[src/line_if_pkg.sv]
// Constants shared by the line-interface control and status block.
// Assumes an 8-bit control port with byte-wide registers at fixed addresses.
package line_if_pkg;

	// ==========================================
	// Register addresses
	localparam logic [7:0] ADDR_RX_LEVEL = 8'h11;
	localparam logic [7:0] ADDR_FAULT_STATUS = 8'h14;
	localparam logic [7:0] ADDR_FAULT_MASK = 8'h15;
	localparam logic [7:0] ADDR_LINE_CTRL2 = 8'h31;
	localparam logic [7:0] ADDR_LINE_CTRL3 = 8'h32;
	localparam logic [7:0] ADDR_LINE_CTRL4 = 8'h33;

	// ==========================================
	// Reset values and writable-bit masks
	localparam logic [7:0] RESET_BYTE = 8'h00;
	localparam logic [7:0] CTRL2_WR_MASK = 8'hFB;
	localparam logic [7:0] CTRL3_WR_MASK = 8'hD9;
	localparam logic [7:0] CTRL4_WR_MASK = 8'hFF;
	localparam logic [7:0] FAULT_BITS_MASK = 8'h16;

	// ==========================================
	// Field positions
	localparam int SEND_ALARM_BIT = 4;
	localparam int INSERT_BPV_BIT = 5;
	localparam int LINE_RESET_BIT = 6;
	localparam int JCLK_HI_BIT = 7;
	localparam int JCLK_LO_BIT = 3;
	localparam int ALT_PATTERN_BIT = 0;
	localparam int GAIN_LSB = 3;
	localparam int CMI_INVERT_BIT = 6;
	localparam int CMI_ENABLE_BIT = 7;
	localparam int RX_TERM_LSB = 0;
	localparam int TX_TERM_LSB = 3;
	localparam int PRESCALE_LSB = 6;
	localparam int OPEN_FLAG_BIT = 1;
	localparam int CLIMIT_FLAG_BIT = 2;
	localparam int JNEAR_FLAG_BIT = 4;

	// ==========================================
	// Termination codes and run length
	localparam logic [2:0] TERM_75 = 3'h1;
	localparam logic [2:0] TERM_100 = 3'h2;
	localparam logic [2:0] TERM_120 = 3'h3;
	localparam logic [2:0] TERM_110 = 3'h4;
	localparam logic [1:0] ONES_BEFORE_BPV = 2'h2;
	localparam logic [1:0] ONES_RUN_MAX = 2'h3;

	typedef enum logic {BPV_IDLE, BPV_ARMED} bpv_state_e;

endpackage : line_if_pkg

[src/pin_sync.sv]
// Three-stage synchroniser for pin inputs with agreement filter.
// Assumes inputs are asynchronous to clock; output changes once stages two and three agree.
`timescale 1ns/1ps
module pin_sync #(
	parameter int WIDTH = 1
) (
	input wire logic clock,
	input wire logic sys_rst,
	input wire logic [WIDTH-1:0] pin_in,
	output logic [WIDTH-1:0] stable_out
);
	logic [WIDTH-1:0] s1_r, s2_r, s3_r, out_r;
	logic [WIDTH-1:0] out_nxt;

	always_comb begin
		for (int i = 0; i < WIDTH; i++) begin
			out_nxt[i] = (s2_r[i] == s3_r[i]) ? s3_r[i] : out_r[i];
		end
	end

	always_ff @(posedge clock) begin
		if (sys_rst) begin
			s1_r <= '0;
			s2_r <= '0;
			s3_r <= '0;
			out_r <= '0;
		end else begin
			s1_r <= pin_in;
			s2_r <= s1_r;
			s3_r <= s2_r;
			out_r <= out_nxt;
		end
	end

	assign stable_out = out_r;
endmodule : pin_sync

[src/line_interface_control_status.sv]
// Line-interface control and status registers with transmit pattern logic.
// Assumes a byte-wide control port on clock and line bits presented one per tx_bit_valid.
//
// Notes on behaviour
// - With alternating bit clear, alarm bit zero sends unframed all ones.
// - Rising insert bit injects exactly one violation.
// - Violation waits for three consecutive ones.
// - Rising reset bit resets recovery, recenters attenuator.
// - Upper clock select enables 12.8-to-2.048 PLL.
// - Lower clock select enables 2.048-to-1.544 PLL.
// - Alternating bit sends continuous one-zero pattern.
// - Two-bit gain code selects receive boost.
// - Invert bit flips coded-mark polarity both ways.
// - Coded-mark enable selects coded-mark line coding.
// - Receive termination code selects 75/100/120/110 ohm.
// - Transmit termination uses the same encoding.
// - Receive level reported live in 2.5 dB bands.
// - Open-circuit flag live, absent in 6312k mode.
// - Current-limit flag live, absent in excluded modes.
// - Jitter limit event latches, clears on read.
// - Masked fault edges, both directions, raise interrupt.
// - Jitter limit interrupt only when mask set.
`timescale 1ns/1ps
module line_interface_control_status (
	input wire logic clock,
	input wire logic sys_rst,
	input wire logic [7:0] reg_addr,
	input wire logic reg_wr,
	input wire logic reg_rd,
	input wire logic [7:0] reg_wdata,
	output logic [7:0] reg_rdata,
	input wire logic tx_bit_valid,
	input wire logic tx_bit,
	output logic tx_line_positive,
	output logic tx_line_negative,
	input wire logic rx_line_positive,
	output logic rx_mark,
	input wire logic [3:0] rx_level_pin,
	input wire logic tx_open_pin,
	input wire logic tx_climit_pin,
	input wire logic jitter_fifo_near_limit,
	input wire logic mode_6312k,
	input wire logic mode_64k,
	output logic recovery_reset,
	output logic pll_12m8_enable,
	output logic pll_2m048_enable,
	output logic [1:0] master_clock_prescale,
	output logic [1:0] monitor_gain,
	output logic coded_mark_enable,
	output logic [3:0] rx_term_enable,
	output logic [3:0] tx_term_enable,
	output logic interrupt_req
);
	// ==========================================
	// Pin synchronisation
	logic [6:0] pins_stable;
	logic rx_sync, open_sync, climit_sync;
	logic [3:0] level_sync;

	pin_sync #(.WIDTH(7)) u_pin_sync (
		.clock(clock),
		.sys_rst(sys_rst),
		.pin_in({rx_line_positive, tx_open_pin, tx_climit_pin, rx_level_pin}),
		.stable_out(pins_stable)
	);
	assign {rx_sync, open_sync, climit_sync, level_sync} = pins_stable;

	// ==========================================
	// Registers and status
	logic [7:0] ctrl2_r, ctrl3_r, ctrl4_r, mask_r, rdata_r;
	logic [7:0] ctrl2_nxt, ctrl3_nxt, ctrl4_nxt, mask_nxt, rdata_nxt;
	logic bpv_prev_r, reset_prev_r, recovery_r, jnear_r, open_pend_r, climit_pend_r, irq_r;
	logic open_prev_r, climit_prev_r, rx_mark_r;
	logic jnear_nxt, open_pend_nxt, climit_pend_nxt, irq_nxt, recovery_nxt, rx_mark_nxt;
	logic open_cond, climit_cond, status_read;
	logic [7:0] status_view;
	logic [3:0] rx_term_r, tx_term_r, rx_term_nxt, tx_term_nxt;

	function automatic logic [3:0] term_decode(input logic [2:0] code);
		logic [3:0] onehot;
		onehot = 4'h0;
		case (code)
			line_if_pkg::TERM_75: onehot = 4'h1;
			line_if_pkg::TERM_100: onehot = 4'h2;
			line_if_pkg::TERM_120: onehot = 4'h4;
			line_if_pkg::TERM_110: onehot = 4'h8;
			default: onehot = 4'h0;
		endcase
		return onehot;
	endfunction : term_decode

	// Faults forced quiet in modes where detection is not available
	assign open_cond = open_sync & ~mode_6312k;
	assign climit_cond = climit_sync & ~(ctrl3_r[line_if_pkg::CMI_ENABLE_BIT] | mode_64k | mode_6312k);
	assign status_read = reg_rd && (reg_addr == line_if_pkg::ADDR_FAULT_STATUS);

	always_comb begin
		status_view = 8'h00;
		status_view[line_if_pkg::OPEN_FLAG_BIT] = open_cond;
		status_view[line_if_pkg::CLIMIT_FLAG_BIT] = climit_cond;
		status_view[line_if_pkg::JNEAR_FLAG_BIT] = jnear_r;
	end

	always_comb begin
		ctrl2_nxt = ctrl2_r;
		ctrl3_nxt = ctrl3_r;
		ctrl4_nxt = ctrl4_r;
		mask_nxt = mask_r;
		rdata_nxt = rdata_r;
		if (reg_wr) begin
			case (reg_addr)
				line_if_pkg::ADDR_LINE_CTRL2: ctrl2_nxt = reg_wdata & line_if_pkg::CTRL2_WR_MASK;
				line_if_pkg::ADDR_LINE_CTRL3: ctrl3_nxt = reg_wdata & line_if_pkg::CTRL3_WR_MASK;
				line_if_pkg::ADDR_LINE_CTRL4: ctrl4_nxt = reg_wdata & line_if_pkg::CTRL4_WR_MASK;
				line_if_pkg::ADDR_FAULT_MASK: mask_nxt = reg_wdata & line_if_pkg::FAULT_BITS_MASK;
				default: mask_nxt = mask_r;
			endcase
		end
		if (reg_rd) begin
			case (reg_addr)
				line_if_pkg::ADDR_RX_LEVEL: rdata_nxt = {4'h0, level_sync};
				line_if_pkg::ADDR_FAULT_STATUS: rdata_nxt = status_view;
				line_if_pkg::ADDR_FAULT_MASK: rdata_nxt = mask_r;
				line_if_pkg::ADDR_LINE_CTRL2: rdata_nxt = ctrl2_r;
				line_if_pkg::ADDR_LINE_CTRL3: rdata_nxt = ctrl3_r;
				line_if_pkg::ADDR_LINE_CTRL4: rdata_nxt = ctrl4_r;
				default: rdata_nxt = 8'h00;
			endcase
		end
		// Set wins over the clear of a same-cycle read
		jnear_nxt = jitter_fifo_near_limit | (jnear_r & ~status_read);
		open_pend_nxt = (open_cond != open_prev_r) | (open_pend_r & ~status_read);
		climit_pend_nxt = (climit_cond != climit_prev_r) | (climit_pend_r & ~status_read);
		irq_nxt = (open_pend_r & mask_r[line_if_pkg::OPEN_FLAG_BIT])
			| (climit_pend_r & mask_r[line_if_pkg::CLIMIT_FLAG_BIT])
			| (jnear_r & mask_r[line_if_pkg::JNEAR_FLAG_BIT]);
		recovery_nxt = ctrl2_r[line_if_pkg::LINE_RESET_BIT] & ~reset_prev_r;
		rx_mark_nxt = rx_sync ^ ctrl3_r[line_if_pkg::CMI_INVERT_BIT];
		rx_term_nxt = term_decode(ctrl4_r[line_if_pkg::RX_TERM_LSB +: 3]);
		tx_term_nxt = term_decode(ctrl4_r[line_if_pkg::TX_TERM_LSB +: 3]);
	end

	always_ff @(posedge clock) begin
		if (sys_rst) begin
			ctrl2_r <= line_if_pkg::RESET_BYTE;
			ctrl3_r <= line_if_pkg::RESET_BYTE;
			ctrl4_r <= line_if_pkg::RESET_BYTE;
			mask_r <= line_if_pkg::RESET_BYTE;
			rdata_r <= line_if_pkg::RESET_BYTE;
			bpv_prev_r <= 1'b0;
			reset_prev_r <= 1'b0;
			recovery_r <= 1'b0;
			jnear_r <= 1'b0;
			open_pend_r <= 1'b0;
			climit_pend_r <= 1'b0;
			open_prev_r <= 1'b0;
			climit_prev_r <= 1'b0;
			irq_r <= 1'b0;
			rx_mark_r <= 1'b0;
			rx_term_r <= 4'h0;
			tx_term_r <= 4'h0;
		end else begin
			ctrl2_r <= ctrl2_nxt;
			ctrl3_r <= ctrl3_nxt;
			ctrl4_r <= ctrl4_nxt;
			mask_r <= mask_nxt;
			rdata_r <= rdata_nxt;
			bpv_prev_r <= ctrl2_r[line_if_pkg::INSERT_BPV_BIT];
			reset_prev_r <= ctrl2_r[line_if_pkg::LINE_RESET_BIT];
			recovery_r <= recovery_nxt;
			jnear_r <= jnear_nxt;
			open_pend_r <= open_pend_nxt;
			climit_pend_r <= climit_pend_nxt;
			open_prev_r <= open_cond;
			climit_prev_r <= climit_cond;
			irq_r <= irq_nxt;
			rx_mark_r <= rx_mark_nxt;
			rx_term_r <= rx_term_nxt;
			tx_term_r <= tx_term_nxt;
		end
	end

	// ==========================================
	// Transmit pattern and violation insertion
	line_if_pkg::bpv_state_e bpv_state_r, bpv_state_nxt;
	logic [1:0] run_r, run_nxt;
	logic pol_r, pol_nxt, alt_r, alt_nxt, pos_r, pos_nxt, neg_r, neg_nxt;
	logic src_bit, bpv_fire, bpv_arm, mark_pol, alt_en;

	assign alt_en = ctrl3_r[line_if_pkg::ALT_PATTERN_BIT];
	assign bpv_arm = ctrl2_r[line_if_pkg::INSERT_BPV_BIT] & ~bpv_prev_r;

	always_comb begin
		bpv_state_nxt = bpv_state_r;
		run_nxt = run_r;
		pol_nxt = pol_r;
		alt_nxt = alt_r;
		pos_nxt = pos_r;
		neg_nxt = neg_r;
		bpv_fire = 1'b0;
		mark_pol = pol_r;
		if (alt_en) begin
			src_bit = alt_r;
		end else if (!ctrl2_r[line_if_pkg::SEND_ALARM_BIT]) begin
			src_bit = 1'b1;
		end else begin
			src_bit = tx_bit;
		end
		if (tx_bit_valid) begin
			// Any one closing a run of three, so saturated all-ones traffic still qualifies
			bpv_fire = (bpv_state_r == line_if_pkg::BPV_ARMED) && src_bit
				&& (run_r >= line_if_pkg::ONES_BEFORE_BPV);
			alt_nxt = alt_en ? ~alt_r : 1'b1;
			if (!src_bit) begin
				run_nxt = 2'h0;
			end else if (run_r != line_if_pkg::ONES_RUN_MAX) begin
				run_nxt = run_r + 2'h1;
			end
			// A violation repeats the previous mark polarity
			mark_pol = bpv_fire ? ~pol_r : pol_r;
			if (src_bit && !bpv_fire) begin
				pol_nxt = ~pol_r;
			end
			pos_nxt = src_bit & (mark_pol ^ ctrl3_r[line_if_pkg::CMI_INVERT_BIT]);
			neg_nxt = src_bit & ~(mark_pol ^ ctrl3_r[line_if_pkg::CMI_INVERT_BIT]);
		end
		case (bpv_state_r)
			line_if_pkg::BPV_IDLE: if (bpv_arm) bpv_state_nxt = line_if_pkg::BPV_ARMED;
			line_if_pkg::BPV_ARMED: if (bpv_fire && !bpv_arm) bpv_state_nxt = line_if_pkg::BPV_IDLE;
			default: bpv_state_nxt = line_if_pkg::BPV_IDLE;
		endcase
	end

	always_ff @(posedge clock) begin
		if (sys_rst) begin
			bpv_state_r <= line_if_pkg::BPV_IDLE;
			run_r <= 2'h0;
			pol_r <= 1'b1;
			alt_r <= 1'b1;
			pos_r <= 1'b0;
			neg_r <= 1'b0;
		end else begin
			bpv_state_r <= bpv_state_nxt;
			run_r <= run_nxt;
			pol_r <= pol_nxt;
			alt_r <= alt_nxt;
			pos_r <= pos_nxt;
			neg_r <= neg_nxt;
		end
	end

	// ==========================================
	// Outputs
	assign reg_rdata = rdata_r;
	assign tx_line_positive = pos_r;
	assign tx_line_negative = neg_r;
	assign rx_mark = rx_mark_r;
	assign recovery_reset = recovery_r;
	assign pll_12m8_enable = ctrl2_r[line_if_pkg::JCLK_HI_BIT];
	assign pll_2m048_enable = ctrl2_r[line_if_pkg::JCLK_LO_BIT];
	assign master_clock_prescale = ctrl4_r[line_if_pkg::PRESCALE_LSB +: 2];
	assign monitor_gain = ctrl3_r[line_if_pkg::GAIN_LSB +: 2];
	assign coded_mark_enable = ctrl3_r[line_if_pkg::CMI_ENABLE_BIT];
	assign rx_term_enable = rx_term_r;
	assign tx_term_enable = tx_term_r;
	assign interrupt_req = irq_r;
endmodule : line_interface_control_status

[config.mk]
export PLATFORM = sky130hd
export DESIGN_NAME = line_interface_control_status
export DESIGN_NICKNAME = d
export VERILOG_FILES = /design/src/line_if_pkg.sv /design/src/pin_sync.sv /design/src/line_interface_control_status.sv
export SDC_FILE = /design/constraint.sdc
export NUM_CORES = 1
export LEC_CHECK = 0
export BUFFER_PORTS_ARGS = -buffer_cell sky130_fd_sc_hd__buf_2
export CORE_ASPECT_RATIO = 1.1
export CORE_MARGIN = 2
export CORE_UTILIZATION = 45
export CTS_CLUSTER_SIZE = 14
export DETAILED_ROUTE_END_ITERATION = 16
export HOLD_SLACK_MARGIN = 0.08
export PLACE_DENSITY = 0.69
export SLEW_MARGIN = 5
export SYNTH_ARGS = -nofsm -noshare
export SYNTH_HDL_FRONTEND = slang
export SYNTH_SLANG_ARGS = --single-unit
[constraint.sdc]
create_clock -name clock -period 5 [get_ports clock]
set_input_delay 0.5 -clock clock [delete_from_list [all_inputs] [get_ports clock]]
set_output_delay 0.5 -clock clock [all_outputs]
set_load 0.005 [all_outputs]
* Word-level counts from Yosys, hierarchy flattened
Cells that the tools add are included.
** Word-level totals
- Bits in registers :: 84
- Input bits :: 32
- Output and inout bits :: 28
- Logic and storage cells :: 116
** Operators by class
- Add/subtract/negate cells :: 1
- Order comparisons :: 1
- Equal/unequal tests :: 25
- Multiplexer cells :: 13
- Bitwise operators :: 30
- Reduce and logical (&&, ||, !) cells :: 13
** Operators with widths (number)
- case mux 8 bit (6 select lines) :: 1
- case mux 4 bit (4 select lines) :: 2
- equality test 8 x 5 -> 1 bit, second input constant :: 3
- equality test 8 x 6 -> 1 bit, second input constant :: 3
- AND 1 bit :: 12
- equality test 3 x 2 -> 1 bit, second input constant :: 4
- AND reduction 2 bit :: 6
- inverter 1 bit :: 9
- equality test 1 bit :: 7
- two-way mux 1 bit :: 7
- bitwise OR 1 bit :: 7
- equality test 3 x 1 -> 1 bit, second input constant :: 2
- equality test 3 bit, second input constant :: 2
- logical AND 1 bit :: 5
- two-way mux 2 bit :: 2
- adder 2 x 1 -> 2 bit, second input constant :: 1
- >= comparator 2 bit, second input constant :: 1
- logical NOT 1 bit :: 2
- != test 1 bit :: 2
- != test 2 x 1 -> 1 bit, second input constant :: 1
- != test 2 bit, second input constant :: 1
- case mux 1 bit (2 select lines) :: 1
- XOR 1 bit :: 2

* Logic depth before layout (Yosys ltp)
- Word-level depth :: 8
- Depth in mapped cells :: 6
- Depth with buffers taken out :: 6

* Cells and area by module
A second synthesis with hierarchy kept.
** Second synthesis, totals
- Cell total of the unflattened synthesis :: 322
- Area total of the unflattened synthesis :: 3318.2 µm²
** Modules (own cells, without submodules)
- line_interface_control_status :: instances 1, cells each 249, area each 2404.8 µm², sequential area each 1121.1 µm²
- pin_sync :: instances 1, cells each 73, area each 913.4 µm², sequential area each 560.5 µm²

* Worst setup path before layout
Ideal clock, no wire load.
- Path kind :: input -> register
- From :: input reg_addr[3]
- To :: register ctrl4_r[0]
- Setup time :: 0.128 ns
- Arrival :: 1.976 ns
- Data required time :: 4.872 ns
- Setup slack :: 2.897 ns
- Stages :: 5
- Buffers on the path :: 1
- Cell sequence :: or4b_1 buf_6 nor4_4 mux2i_1 nor2_1
** On the way
- Word-level cells in the longest chain between the ends :: 2
** RTL lines
- start, declared :: RTL line line_interface_control_status.sv:27 : input wire logic [7:0] reg_addr,
- equality test 8 x 6 -> 1 bit :: RTL line line_interface_control_status.sv:111 : case (reg_addr)
- AND reduction 2 bit (no line)
- end signal, assigned :: RTL line line_interface_control_status.sv:147 : ctrl4_r <= line_if_pkg::RESET_BYTE;
- end signal, assigned :: RTL line line_interface_control_status.sv:165 : ctrl4_r <= ctrl4_nxt;
- end, declared :: RTL line line_interface_control_status.sv:70 : logic [7:0] ctrl2_r, ctrl3_r, ctrl4_r, mask_r, rdata_r;
No other way between the ends.
A chain may end at the register's enable or synchronous reset.

* Worst setup path in the final report
- From :: input reg_addr[3]
- To :: register ctrl4_r[2]
The elaborated chain is that of the path after synthesis.

==> impl_metrics.py <==
metrics = {
    "timing": {
        "skew_ps": 11.8,
        "post-route-period-util_pct": 43.2,
        "min_period_ps": 2160,
        "hold_viol_final": 0,
        "fin_ws_ps": 2840,
        "setup_viol": 0,
        "hold_slack_ps": 357,
        "drv_slew": 0,
        "fin_tns_setup_ps": 0,
        "slew_headroom_pct": 25.2,
        "rsz0062_at_grt": "no",
        "fmax_mhz": 463,
        "tightest_slew_ps": 1110,
    },
    "grt": {
        "grt_pass1_vias": 2269,
        "grt.overflow.total": 0,
        "gr-usage-all-layers_pct": 17.7,
        "grt_max_degree": 44,
        "antenna_found_initial": 0,
        "grt_pass1_wl_um": 10900,
    },
    "floorplan": {
        "die_w_um": 85.3,
        "die_area_mm2": 0.00796,
        "io_pins": 60,
        "rows": 32,
        "die_h_um": 93.4,
        "start_util_pct": 46.6,
        "core_area_mm2": 0.00701,
    },
    "logic_synthesis": {
        "syn_nets": 364,
        "yosysUniqueCellTypes": 45,
        "syn_area_mm2": 0.00327,
        "yosys_warnings": 0,
        "seq_area_frac_synth_pct": 51.5,
        "synth_area_leaders": "dfxtp_1, mux2i_1, nor2_1",
        "synth-edff-count": 0,
        "ys_dominant_reg_cell": "dfxtp_1",
        "async_flop_share_pct": 0,
        "yosys.area.top_type": "dfxtp_1",
        "syn_inst": 330,
        "avgSynthCellArea_um2": 9.90,
        "synth_top_area_share_pct": 51.5,
        "synth_seq_cells": 84,
    },
    "routing": {
        "vias": 2450,
        "viasPerCell": 5.21,
        "drt-wirelength-per-cell_um": 13.8,
        "wirelength_um": 6490,
        "firstDrtPassIters": 4,
        "ant_nets": 0,
        "route.detailed.drc": 0,
        "drt_iter0_drc": 111,
    },
    "layout": {
        "fin_util_pct": 54.1,
        "syn_to_final_growth_pct": 16.1,
        "drive_gt1_share_pct": 23.4,
        "design_area_mm2": 0.00379,
        "antennaDiodeCount": 0,
        "fin_nets": 415,
        "stdcell_count": 470,
    },
    "clocking": {
        "htree_num_levels": 3,
        "clkTransAtPathRegs_ps": 80,
        "cts_root_buf": "clkbuf_8",
        "cts_tree": "yes",
        "cts.repair.resized": 0,
        "postCtsHoldBufs": 0,
        "cts.sinks": 84,
        "cts_buffer_depth": 2,
        "cts_made_buffers": 9,
        "cts_setup_buffers": 0,
        "clock_latency_ps": 350,
    },
    "placement": {
        "routabilityCongestion": 0.809,
        "preCtsSetupSlack_ps": 2490,
        "dpl.hpwl_um": 4630,
        "io_buffers": 59,
        "post_dp_cell_area_mm2": 0.00358,
        "dp.cells": 455,
    },
    "setup_path": {
        "crit_slowest_cell": "or4b_1",
        "crit_path_end": "ctrl4_r[2]",
        "cp_slowest_stage_delay_ps": 750,
        "end_kind": "register",
        "cp_max_fo": 8,
        "crit_start": "reg_addr[3]",
        "crit_chain": "buf_2 -> or4b_1 -> nor4_4 -> mux2i_1 -> nor2_1",
        "r2r_start": "ctrl3_r[7]",
        "cp.arrival_ps": 2360,
        "worstSetupPathType": "in2reg",
        "rrSetupSlack_ps": 3320,
        "rr_worst_depth": 4,
        "r2r-end": "reg_rdata[2]",
        "cp-start-kind": "input port",
        "crit_required_ps": 5200,
    },
    "pwr": {
        "p_per_area_mw_per_mm2": 334,
        "sw_frac_of_total_pct": 21.3,
        "pwr-share-comb_pct": 5.3,
        "vdd_drop_max_v": 0.000187,
        "p_leak_nw": 1.53,
        "p_int_uw": 999,
        "p_total_mw": 1.27,
        "pwr-share-seq_pct": 54.0,
        "power_frac_clock_pct": 40.7,
        "p_sw_uw": 270,
    },
    "run": {
        "cap_violations": 0,
    },
    "outcome": {
        "status": "completed",
    },
    "worst_hold_path": {
        "hold_start": "tx_open_pin",
        "hold_path_depth": 2,
        "hp-class": "in2reg",
    },
}
worst max-delay path: cells and delay by family:
| kind | cells | cell delay, ps |
|---|---|---|
| AND/OR/NAND/NOR | 3 | 1490 |
| multiplexers | 1 | 260 |
| buffers and inverters | 1 | 100 |
final cells by class:
type,count,area [µm²]
Sequential cell,84,1680
Clock buffer,11,141
Timing Repair Buffer,60,303
Fill cell,665,3210
Multi-Input combinational cell,221,1470
Clock inverter,4,73.8
Tap cell,85,106
Inverter,5,18.8
registers in the layout, summed over array words and instances (netlist names), 5 cells and up:
signal / flops
ctrl2_r: 7
ctrl3_r: 5
ctrl4_r: 8
reg_rdata: 8
u_pin_sync.s1_r: 7
u_pin_sync.s2_r: 7
u_pin_sync.s3_r: 7
u_pin_sync.stable_out: 7
metal layers:
| metal | GRT usage, % | wire (µm) | vias to the layer above | share of wire, % |
|---|---|---|---|---|
| li1 | - | - | 1247 | - |
| met5 | 0 | 0 | - | 0 |
| met2 | 28.1 | 3120 | 58 | 48 |
| met1 | 22.4 | 2860 | 1139 | 44 |
| met4 | 5.29 | 74 | 0 | 1.1 |
| met3 | 6.97 | 443 | 6 | 6.8 |
synth_stat cells, types with 6 or more instances:
| library cell | number |
|---|---|
| dfxtp_1 | 84 |
| nand2b_1 | 10 |
| nor2_1 | 44 |
| nor2b_1 | 26 |
| a21oi_1 | 17 |
| nand3_1 | 6 |
| clkbuf_1 | 12 |
| mux2i_1 | 28 |
| o21ai_0 | 11 |
| nand2_1 | 14 |
cells in the final DEF (no fill, tap or decap), types with 3 or more instances in the layout:
master | synthesis | layout
inv_1 | 5 | 5
nor4_4 | 3 | 3
mux2i_1 | 28 | 28
nor2b_1 | 26 | 26
and3_1 | 3 | 3
buf_2 | 1 | 59
o21ai_0 | 11 | 11
a21oi_1 | 17 | 17
nand3_1 | 6 | 6
nor3_1 | 4 | 4
or3b_2 | 5 | 5
xnor2_1 | 5 | 5
nand2_1 | 14 | 14
nor2_1 | 44 | 44
dfxtp_1 | 84 | 84
a31oi_1 | 3 | 3
clkbuf_8 | 0 | 10
mux2_2 | 5 | 5
nand4_1 | 4 | 4
nand2b_1 | 10 | 10
nand3b_1 | 3 | 3
nor4b_1 | 3 | 3
worst min-delay path by stage:
stage | to | slack [ps]
after floorplan | recovery_reset | 370
after global placement | recovery_reset | 370
after detailed placement | recovery_reset | 380
after CTS | u_pin_sync.s1_r[5] | 350
after global routing | u_pin_sync.s1_r[6] | 340
final | u_pin_sync.s1_r[5] | 360
power groups by stage:
stage          combinational (mW)  sequential [mW]  clock [mW]
2_1_floorplan              0.0427            0.700           0
3_3_place_gp               0.0663            0.700           0
3_5_place_dp               0.0672            0.701           0
4_1_cts                    0.0675            0.685       0.529
5_1_grt                    0.0752            0.687       0.564
6_report                   0.0671            0.685       0.516
kinds of logic (layout without fill, tap and decap cells):
family | count (synthesis) | in the layout | synth area share [%]
adders and majority gates | 2 | 2 | 0.766
AOI/OAI and AO/OA | 47 | 47 | 9.04
buffers and inverters | 25 | 80 | 3.60
DFF | 84 | 84 | 51.5
and+or+nand+nor | 133 | 133 | 23.2
xor gates and xnor gates | 6 | 6 | 1.61
muxes | 33 | 33 | 10.3
Note: power is estimated with default switching activity, not from simulation.
